<file path="src/logic/ldc_pkg.sv">
// Constants, types and helper functions of the LED driver configuration register slice.
// Operation
// Frequency select codes 00..11 mean 200k, 400k, 1M, 2.2M; reset code is 01.
// String select 000-010 all four strings, 011 three, 100 two, 101 one.
// Host never writes string select codes 110 or 111.
// Fault register bit 7 enables all LED short protections; resets to 0.
// Fault register bit 6 switches the whole device off; resets to 0.
// Fault flags set on a fault and hold until read back or reset.
// Bit 5 captures an LED string pin short to ground.
// Bit 4 captures an over-temperature protection event.
// Bit 3 captures an output under-voltage protection event.
// Bit 2 captures an over-current protection event; resets to 0.
// Bit 1 captures an LED current source short; resets to 0.
// Bit 0 captures an LED current source open; resets to 0.
// Host leaves the frequency-set pin floating when using the register frequency.
// Frequency and string register sits at 0x01 with phase shift and threshold bits.
// Device answers 7-bit address 0x38 to 0x3A chosen by the address select pin.
// Access is address, register byte, then data or repeated start; unused bits read zero.
package ldc_pkg;
    localparam logic [7:0] ADDR_FSW_STR = 8'h01;
    localparam logic [7:0] ADDR_FAULT = 8'h02;
    localparam logic [7:0] ADDR_PART = 8'h03;
    localparam int PSE_BIT = 7;
    localparam int TH_LSB = 5;
    localparam int FSW_LSB = 3;
    localparam int STR_LSB = 0;
    localparam int SEN_BIT = 7;
    localparam int OFF_BIT = 6;
    localparam int FLAG_W = 6;
    localparam logic [7:0] FSW_STR_RST = 8'h28;
    localparam logic [1:0] FAULT_CTL_RST = 2'h0;
    localparam logic [5:0] FLAGS_RST = 6'h00;
    localparam logic [6:0] I2C_BASE_ADDR = 7'h38;
    localparam logic [6:0] I2C_TOP_ADDR = 7'h3A;
    localparam logic [3:0] BITS_PER_BYTE = 4'h8;

    typedef enum logic [1:0] {
        FSW_200K = 2'h0,
        FSW_400K = 2'h1,
        FSW_1M = 2'h2,
        FSW_2M2 = 2'h3
    } ldc_fsw_t;

    typedef enum logic [6:0] {
        ST_IDLE = 7'h01,
        ST_DEV = 7'h02,
        ST_ACK = 7'h04,
        ST_REG = 7'h08,
        ST_WR = 7'h10,
        ST_RD = 7'h20,
        ST_MACK = 7'h40
    } ldc_state_t;

    typedef struct packed {
        logic string_gnd_short;
        logic overtemp;
        logic undervolt;
        logic overcurrent;
        logic source_short;
        logic source_open;
    } ldc_fault_t;

    typedef struct packed {
        logic phase_shift_enable;
        logic [1:0] short_threshold_sel;
        ldc_fsw_t switch_freq_sel;
        logic [3:0] string_en;
        logic short_prot_enable;
        logic device_off;
    } ldc_cfg_t;

    // Reserved codes turn every string off, the safest answer to an undefined setting.
    function automatic logic [3:0] ldc_string_en(input logic [2:0] sel);
        logic [3:0] en;
        en = 4'h0;
        if (sel <= 3'h2)
            en = 4'hF;
        else if (sel == 3'h3)
            en = 4'h7;
        else if (sel == 3'h4)
            en = 4'h3;
        else if (sel == 3'h5)
            en = 4'h1;
        return en;
    endfunction : ldc_string_en

    function automatic logic [6:0] ldc_dev_addr(input logic [1:0] sel);
        logic [6:0] a;
        a = I2C_TOP_ADDR;
        if (sel == 2'h0)
            a = I2C_BASE_ADDR;
        else if (sel == 2'h1)
            a = I2C_BASE_ADDR + 7'h01;
        return a;
    endfunction : ldc_dev_addr
endpackage : ldc_pkg

</file>
<file path="src/logic/ldc_fault_flags.sv">
// Sticky fault flags that clear on readback, with set winning over clear.
`timescale 1ns/1ps
module ldc_fault_flags #(
    parameter int W = 6
) (
    input wire logic clk,
    input wire logic nrst,
    input wire logic [W-1:0] set,
    input wire logic clr,
    output logic [W-1:0] flags
);
    import ldc_pkg::*;

    logic [W-1:0] flags_r;
    logic [W-1:0] flags_nxt;

    // An event in the readback cycle survives so that no fault goes unreported.
    always_comb
    begin
        flags_nxt = flags_r;
        if (clr)
            flags_nxt = '0;
        flags_nxt = flags_nxt | set;
    end

    always_ff @(posedge clk)
    begin
        if (!nrst)
            flags_r <= W'(FLAGS_RST);
        else
            flags_r <= flags_nxt;
    end

    assign flags = flags_r;
endmodule : ldc_fault_flags

</file>
<file path="src/logic/ldc_regs.sv">
// I2C-reached configuration and fault register slice of the LED driver.
`timescale 1ns/1ps
module ldc_regs #(
    parameter logic [5:0] PART_CODE = 6'h15
) (
    input wire logic clk,
    input wire logic nrst,
    input wire logic scl_in,
    input wire logic sda_in,
    output logic sda_out,
    output logic sda_oe,
    input wire logic [1:0] addr_sel,
    input ldc_pkg::ldc_fault_t fault_in,
    output ldc_pkg::ldc_cfg_t cfg,
    output ldc_pkg::ldc_fault_t fault_flags
);
    import ldc_pkg::*;

    // PART_CODE default is arbitrary and names no real part.
    ldc_state_t state_r, state_nxt, ret_r, ret_nxt;
    logic [3:0] cnt_r, cnt_nxt;
    logic [7:0] sh_r, sh_nxt, tx_r, tx_nxt, addr_r, addr_nxt;
    logic drv_r, drv_nxt, scl_q_r, sda_q_r;
    logic [7:0] fsw_str_r, fsw_str_nxt;
    logic [1:0] ctl_r, ctl_nxt;
    logic scl_rise, scl_fall, start, stop, wr_stb, rd_ld, clr;
    logic [7:0] rd_byte;
    logic [5:0] flags;
    logic [6:0] dev_addr;

    assign scl_rise = scl_in & ~scl_q_r;
    assign scl_fall = ~scl_in & scl_q_r;
    assign start = scl_in & scl_q_r & sda_q_r & ~sda_in;
    assign stop = scl_in & scl_q_r & ~sda_q_r & sda_in;
    assign dev_addr = ldc_dev_addr(addr_sel);

    // Unmapped addresses and reserved bits read as zero.
    always_comb
    begin
        rd_byte = 8'h00;
        if (addr_r == ADDR_FSW_STR)
            rd_byte = fsw_str_r;
        else if (addr_r == ADDR_FAULT)
            rd_byte = {ctl_r, flags};
        else if (addr_r == ADDR_PART)
            rd_byte = {2'h0, PART_CODE};
    end

    always_comb
    begin
        state_nxt = state_r;
        ret_nxt = ret_r;
        cnt_nxt = cnt_r;
        sh_nxt = sh_r;
        tx_nxt = tx_r;
        addr_nxt = addr_r;
        drv_nxt = drv_r;
        wr_stb = 1'b0;
        rd_ld = 1'b0;
        if (start)
        begin
            state_nxt = ST_DEV;
            cnt_nxt = 4'h0;
            drv_nxt = 1'b0;
        end
        else if (stop)
        begin
            state_nxt = ST_IDLE;
            drv_nxt = 1'b0;
        end
        else
        begin
            if ((state_r == ST_DEV || state_r == ST_REG || state_r == ST_WR) && scl_rise)
            begin
                sh_nxt = {sh_r[6:0], sda_in};
                cnt_nxt = 4'(cnt_r + 4'h1);
            end
            case (state_r)
                ST_DEV:
                    if (scl_fall && cnt_r == BITS_PER_BYTE)
                    begin
                        if (sh_r[7:1] == dev_addr)
                        begin
                            state_nxt = ST_ACK;
                            drv_nxt = 1'b1;
                            ret_nxt = sh_r[0] ? ST_RD : ST_REG;
                        end
                        else
                            state_nxt = ST_IDLE;
                    end
                ST_REG:
                    if (scl_fall && cnt_r == BITS_PER_BYTE)
                    begin
                        addr_nxt = sh_r;
                        state_nxt = ST_ACK;
                        drv_nxt = 1'b1;
                        ret_nxt = ST_WR;
                    end
                ST_WR:
                    if (scl_fall && cnt_r == BITS_PER_BYTE)
                    begin
                        wr_stb = 1'b1;
                        addr_nxt = 8'(addr_r + 8'h01);
                        state_nxt = ST_ACK;
                        drv_nxt = 1'b1;
                        ret_nxt = ST_WR;
                    end
                ST_ACK:
                    if (scl_fall)
                    begin
                        cnt_nxt = 4'h0;
                        state_nxt = ret_r;
                        drv_nxt = 1'b0;
                        if (ret_r == ST_RD)
                        begin
                            rd_ld = 1'b1;
                            tx_nxt = rd_byte;
                            drv_nxt = ~rd_byte[7];
                        end
                    end
                ST_RD:
                begin
                    if (scl_rise)
                        cnt_nxt = 4'(cnt_r + 4'h1);
                    if (scl_fall)
                    begin
                        if (cnt_r == BITS_PER_BYTE)
                        begin
                            drv_nxt = 1'b0;
                            state_nxt = ST_MACK;
                        end
                        else
                        begin
                            tx_nxt = {tx_r[6:0], 1'b0};
                            drv_nxt = ~tx_r[6];
                        end
                    end
                end
                ST_MACK:
                    if (scl_rise)
                    begin
                        if (sda_in)
                            state_nxt = ST_IDLE;
                        else
                        begin
                            state_nxt = ST_ACK;
                            ret_nxt = ST_RD;
                            addr_nxt = 8'(addr_r + 8'h01);
                        end
                    end
                default:
                    state_nxt = ST_IDLE;
            endcase
        end
    end

    // Readback clears the flags at the moment the byte is captured for shifting out.
    assign clr = rd_ld && (addr_r == ADDR_FAULT);

    always_comb
    begin
        fsw_str_nxt = fsw_str_r;
        ctl_nxt = ctl_r;
        if (wr_stb && addr_r == ADDR_FSW_STR)
            fsw_str_nxt = sh_r;
        else if (wr_stb && addr_r == ADDR_FAULT)
            ctl_nxt = {sh_r[SEN_BIT], sh_r[OFF_BIT]};
    end

    always_ff @(posedge clk)
    begin
        if (!nrst)
        begin
            state_r <= ST_IDLE;
            ret_r <= ST_IDLE;
            cnt_r <= 4'h0;
            sh_r <= 8'h00;
            tx_r <= 8'h00;
            addr_r <= 8'h00;
            drv_r <= 1'b0;
            scl_q_r <= 1'b1;
            sda_q_r <= 1'b1;
            fsw_str_r <= FSW_STR_RST;
            ctl_r <= FAULT_CTL_RST;
        end
        else
        begin
            state_r <= state_nxt;
            ret_r <= ret_nxt;
            cnt_r <= cnt_nxt;
            sh_r <= sh_nxt;
            tx_r <= tx_nxt;
            addr_r <= addr_nxt;
            drv_r <= drv_nxt;
            scl_q_r <= scl_in;
            sda_q_r <= sda_in;
            fsw_str_r <= fsw_str_nxt;
            ctl_r <= ctl_nxt;
        end
    end

    ldc_fault_flags #(
        .W(FLAG_W)
    ) u_flags (
        .clk(clk),
        .nrst(nrst),
        .set(fault_in),
        .clr(clr),
        .flags(flags)
    );

    // Open drain: the pin is only ever pulled low.
    assign sda_out = 1'b0;
    assign sda_oe = drv_r;
    assign fault_flags = flags;
    assign cfg.phase_shift_enable = fsw_str_r[PSE_BIT];
    assign cfg.short_threshold_sel = fsw_str_r[TH_LSB +: 2];
    assign cfg.switch_freq_sel = ldc_fsw_t'(fsw_str_r[FSW_LSB +: 2]);
    assign cfg.string_en = ldc_string_en(fsw_str_r[STR_LSB +: 3]);
    assign cfg.short_prot_enable = ctl_r[1];
    assign cfg.device_off = ctl_r[0];
endmodule : ldc_regs

</file>
<file path="config.mk">
export PLATFORM = sky130hd
export DESIGN_NAME = ldc_regs
export DESIGN_NICKNAME = d
export VERILOG_FILES = /design/src/logic/ldc_pkg.sv /design/src/logic/ldc_fault_flags.sv /design/src/logic/ldc_regs.sv
export SDC_FILE = /design/constraint.sdc
export NUM_CORES = 1
export LEC_CHECK = 0
export BUFFER_PORTS_ARGS = -buffer_cell sky130_fd_sc_hd__buf_2
export CORE_ASPECT_RATIO = 0.5
export CORE_UTILIZATION = 42
export CTS_BUF_LIST = sky130_fd_sc_hd__clkbuf_8
export DETAILED_ROUTE_END_ITERATION = 8
export PLACE_DENSITY = 0.64
export SYNTH_ARGS = -nofsm -noshare
export SYNTH_HDL_FRONTEND = slang
export SYNTH_SLANG_ARGS = --single-unit
</file>
<file path="constraint.sdc">
create_clock -name clk -period 4.8 [get_ports clk]
set_clock_uncertainty 0.1 [all_clocks]
set_input_delay 0.24 -clock clk [delete_from_list [all_inputs] [get_ports clk]]
set_output_delay 0.24 -clock clk [all_outputs]
set_load 0.05 [all_outputs]
</file>
# == Word-level counts from Yosys, hierarchy flattened ==
# Cells that the tools add are included.
# Widths: inputs -> output; s select.
# op_classes
addsub,2
n_lt_le_gt_ge,1
eq_ne,34
n_mux,59
bitwise,18
n_reduce_logical,23
# ops
operator,count
$mux 7,15
$mux 8,6
$pmux 7 s5,1
$pmux 8 s3,1
$pmux 7 s3,1
$reduce_and 6->1,3
$mux 1,17
$eq 8x2->1 const B,2
$mux 4,4
$ne 4x4->1 const B,4
$eq 7x6->1 const B,2
$ne 2x2->1 const B,7
$pmux 7 s2,1
$reduce_and 7->1,2
$mux 6,2
$mux 2,5
$ne 2x1->1 const B,5
$not 1->1,10
$mux 3,3
$add 8x1->8 const B,1
$eq 8x1->1 const B,1
$pmux 4 s2,1
$reduce_and 8->1,1
$and 1x1->1,7
other kinds (27),35
# word_totals
ff_bits,60
in_bits,12
out_inout_bits,19

# == Logic depth before layout (Yosys ltp) ==
# logic_depth
word_depth,10
mapped_depth,8

# == Modules after synthesis ==
# Synthesis repeated with hierarchy kept, for this count alone.
# unflattened
hier_cells,389
area_unflattened_um2,3281.9
# by_module_without_submodules
module,n_inst,cells_each,area_per_inst_um2
ldc_regs,1,371,3079.2
ldc_fault_flags,1,18,202.7

# == Worst setup path before layout ==
# Ideal clock, no wire load.
# synth_timing
path_type,flip-flop to flip-flop
from,register state_r[3]
to,register sh_r[0]
setup_ps,128
arrival_ps,1908
required_ps,4572
slack_ps,2664
path_stages_with_launch,9
path_buffers,3
cell_sequence,dfxtp_1 > buf_6 > or4_4 > or3_1 > buf_6 > a21o_1 > buf_6 > mux2i_1 > nor2_1
# synth_between
elab_chain_cells,5
word_cells_on_any_way,7
# synth_lines
element,line,source
"start, declared",ldc_regs.sv:20,"ldc_state_t state_r, state_nxt, ret_r, ret_nxt;"
"start signal, assigned",ldc_regs.sv:188,state_r <= state_nxt;
$eq 7x2->1 / $eq 7x4->1 (equally long branches),ldc_regs.sv:73,if ((state_r == ST_DEV || state_r == ST_REG || state_r == ST_WR) && scl_rise)
$logic_or 1x1->1,ldc_regs.sv:73,
$logic_or 1x1->1 (*),ldc_regs.sv:73,
$logic_and 1x1->1 (*),ldc_regs.sv:73,
$reduce_and 3->1 (no source line) (*),--,
"end signal, assigned",ldc_regs.sv:191,sh_r <= sh_nxt;
"end, declared",ldc_regs.sv:22,"logic [7:0] sh_r, sh_nxt, tx_r, tx_nxt, addr_r, addr_nxt;"
# Every way passes the cells marked *; elsewhere a longest branch is shown, timed or not.
# A chain may end at the register's enable or synchronous reset.

# == Worst setup path in the final report ==
# layout_timing
from,register cnt_r[0]
to,register fsw_str_r[3]
# layout_between
elab_chain_cells,7
# layout_lines
element,line,source
"start, declared",ldc_regs.sv:21,"logic [3:0] cnt_r, cnt_nxt;"
"start signal, assigned",ldc_regs.sv:190,cnt_r <= cnt_nxt;
$eq 4x4->1,ldc_regs.sv:100,if (scl_fall && cnt_r == BITS_PER_BYTE)
$logic_and 1x1->1,ldc_regs.sv:100,
$mux 1,ldc_regs.sv:100,
$mux 1,ldc_regs.sv:78,case (state_r)
$mux 1,ldc_regs.sv:66,else if (stop)
$mux 1,ldc_regs.sv:60,if (start)
$logic_and 1x1->1,ldc_regs.sv:164,if (wr_stb && addr_r == ADDR_FSW_STR)
"end signal, assigned",ldc_regs.sv:197,fsw_str_r <= fsw_str_nxt;
"end, declared",ldc_regs.sv:24,"logic [7:0] fsw_str_r, fsw_str_nxt;"
# No other way between the ends.

==> run metrics <==
status=complete, no violations; effective utilization at floorplan=around 44%; row cnt=22; Hold Path Class=in -> reg; final hold vios=0; Netlist cell types=just over 60; hold path cells=3; initial antenna violation count=0; Avg Cell Area, Syn=8.12 µm²; Die X-Extent=~130 µm; Port Buffers=29; number of enable flip-flop cells after synthesis=0; Arr. time, crit path=2.60 ns; total number of vias=~3000; number of CTS-inserted buffers=9; largest net degree at the start of global routing=39; CTS tree=yes; largest area contributor in the netlist=dfxtp_1; Final ANT Viol Nets=0; Tot GR Track Use=21.8%; critical path depth=7; worst vdd rail ir drop=0.133 mV; nets@finish=around 440; Die Span Y=about 65 µm; CTS HTree Levels=3; Worst EP required=around 4.9 ns; Worst Path Buf+Inv=1; routed len/inst=~16 µm; Worst Tran Pin Value=0.723 ns; kind of cell adding the most delay to the critical path=simple AND/OR/NAND/NOR gates; worst relative slew slack=about half; Post-CTS Hold Fix Bufs=5; Pins Over Slew Limit=0; worst skew pair latency=around 0.35 ns; die area=about 0.0083 mm²; Max Buffers Root-to-Sink=2; CTS sink cnt=between 50 and 60; Synth Register Bits=57; Final Routed Wirelength=~8.3 mm; Layout area overhead=11.4%; critical path cell sequence=inv_1, ha_1, nand3b_1, nor2_1, nand4_1, mux2i_1, nand2_1; post-CTS setup buffers=0; post-cts resize count=0; I/O pins=31; starting DRC count in detailed routing=slightly below 200; TNS Setup=0 ns; worst hold slack=~0.021 ns; drt drc=0; Final Power=~1.1 mW; syn_nets=~430; RSZ-0062 raised after global routing=false; GPL Wtd Cong=between 0.9 and 1; Final setup viols=0; critical path's slowest cell=nand4_1; PwrDens=288 mW/mm²; f_max=about 0.40 GHz; Max stage delay on crit path=0.60 ns; # diodes=0; top cell type's share of synthesized area=34.3%; DP HPWL=~5.9 mm; global route overflow=0; Synth area leaders=dfxtp_1 (34%), mux2i_1 (6.6%), nor2_1 (5.3%); clk slew on worst S/H paths=about 0.07 ns; LEAKAGE=1.40 nW; core footprint=about 0.0075 mm²; Vias/cell=roughly 5.6; Mapped Area=between 0.003 and 0.004 mm²; FF-to-FF path depth=7; synthesized instance count=just over 400; CP Launch Type=flip-flop; sequential area share after synthesis=34.3%; Synthesis Warnings=0; root buffer selected by CTS=clkbuf_8; Worst Setup End Kind=flip-flop; Crit Path Class=reg -> reg; number of global-route vias before repair=2722; first-pass GRT wire length=approximately 14 mm; maxcap violations=0; layout cells sized above 1=13.1%; Main synth FF type=dfxtp_1; final period utilization=roughly 52%; DR pass1 iterations=4; asr flop ratio synth=0%; min Tclk post-route=about 2.5 ns; worst-path fanout max=8
-- per-stage QoR --
| stage | std cells | util, % | setup slack, ns | cell area (µm²) |
|---|---|---|---|---|
| floorplan | 410 | - | 2.66 | 3330 |
| global placement | 513 | 45.8 | 2.37 | 3430 |
| detailed placement | 513 | 45.8 | 2.34 | 3430 |
| CTS | 534 | 49.5 | 2.34 | 3710 |
| global route | 534 | 49.5 | 2.11 | 3710 |
| finish | 534 | 49.5 | 2.32 | 3710 |
-- power by group --
group / internal, mW / leakage, nW / switching [mW]
Sequential: 0.478 / 0.462 / 0.00652
Clock: 0.320 / 0.121 / 0.204
Combinational: 0.0183 / 0.817 / 0.0425
-- path summary, 6_finish.rpt --
check	start	endpoint	slack, ns
max	cnt_r[0]$_SDFFE_PP0N_	fsw_str_r[3]$_SDFFE_PN1P_	2.32
min	fault_in[5]	u_flags.flags[5]$_SDFF_PN0_	0.02
max reg2reg	cnt_r[0]$_SDFFE_PP0N_	fsw_str_r[3]$_SDFFE_PN1P_	2.32
min reg2reg	tx_r[0]$_SDFFE_PN0P_	tx_r[0]$_SDFFE_PN0P_	0.38
-- synthesized netlist by cell type (7+ instances only) --
| library cell | number |
|---|---|
| dfxtp_1 | 57 |
| nor2b_1 | 7 |
| a211oi_1 | 10 |
| nand2b_1 | 7 |
| buf_2 | 7 |
| mux2i_1 | 22 |
| clkbuf_1 | 18 |
| nand3_1 | 13 |
| and3_1 | 7 |
| inv_1 | 14 |
| buf_4 | 7 |
| a21oi_1 | 28 |
| o21ai_0 | 19 |
| nor3_1 | 8 |
| nand2_1 | 28 |
| o31ai_1 | 7 |
| nor2_1 | 47 |
-- final cells by class --
type	instances	area, µm²
well taps	108	135
flip-flops and latches	57	1140
inverters	14	52.6
multi-input cells	304	1950
fillers	760	3780
clock inverters	5	77.6
clock buffers	11	151
repair buffers	35	203
-- flip-flops by register name (all words and copies together), names as in the netlist --
register / count
addr_r: 8
fsw_str_r: 8
sh_r: 8
state_r: 7
tx_r: 7
u_flags.flags: 6
cnt_r: 4
ret_r: 4
ctl_r: 2
scl_q_r: 1
sda_oe: 1
sda_q_r: 1
-- layout by cell type, fill, tap and decap left out, types with 8 or more instances in the layout --
master / instances
nand2_1: 28
inv_1: 15
nor3_1: 8
o21ai_0: 19
a21oi_1: 28
a211oi_1: 10
nand3_1: 13
dfxtp_1: 57
buf_2: 29
nor2_1: 47
mux2i_1: 22
clkbuf_8: 11
-- tightest hold or removal path, delay by kind of cell --
family / cells / cell delay, ns
and+or+nand+nor: 1 / 0.09
buffers and inverters: 1 / 0.08
AOI/OAI and AO/OA: 1 / 0.03
-- routing by layer --
metal  global-route usage, %  up-vias  routed length (µm)
met3                    6.52       11                 469
met1                    28.9     1379                4110
li1                        -     1518                   -
met2                    33.7       72                3600
met4                    7.35        0                 135
met5                       0        -                   0
-- logic make-up (layout without fill, tap and decap cells) --
kind of cell	Yosys count	count (layout)	synth area share (%)
DFF	57	57	34.3
muxes	23	23	6.95
buffers and inverters	49	65	7.26
and+or+nand+nor	156	156	24.9
AOI/OAI and AO/OA	112	112	22.8
adders and majority gates	5	5	1.88
xor gates and xnor gates	7	7	1.84
other	1	1	0.113
No activity file was read; power rests on OpenSTA's default activity.
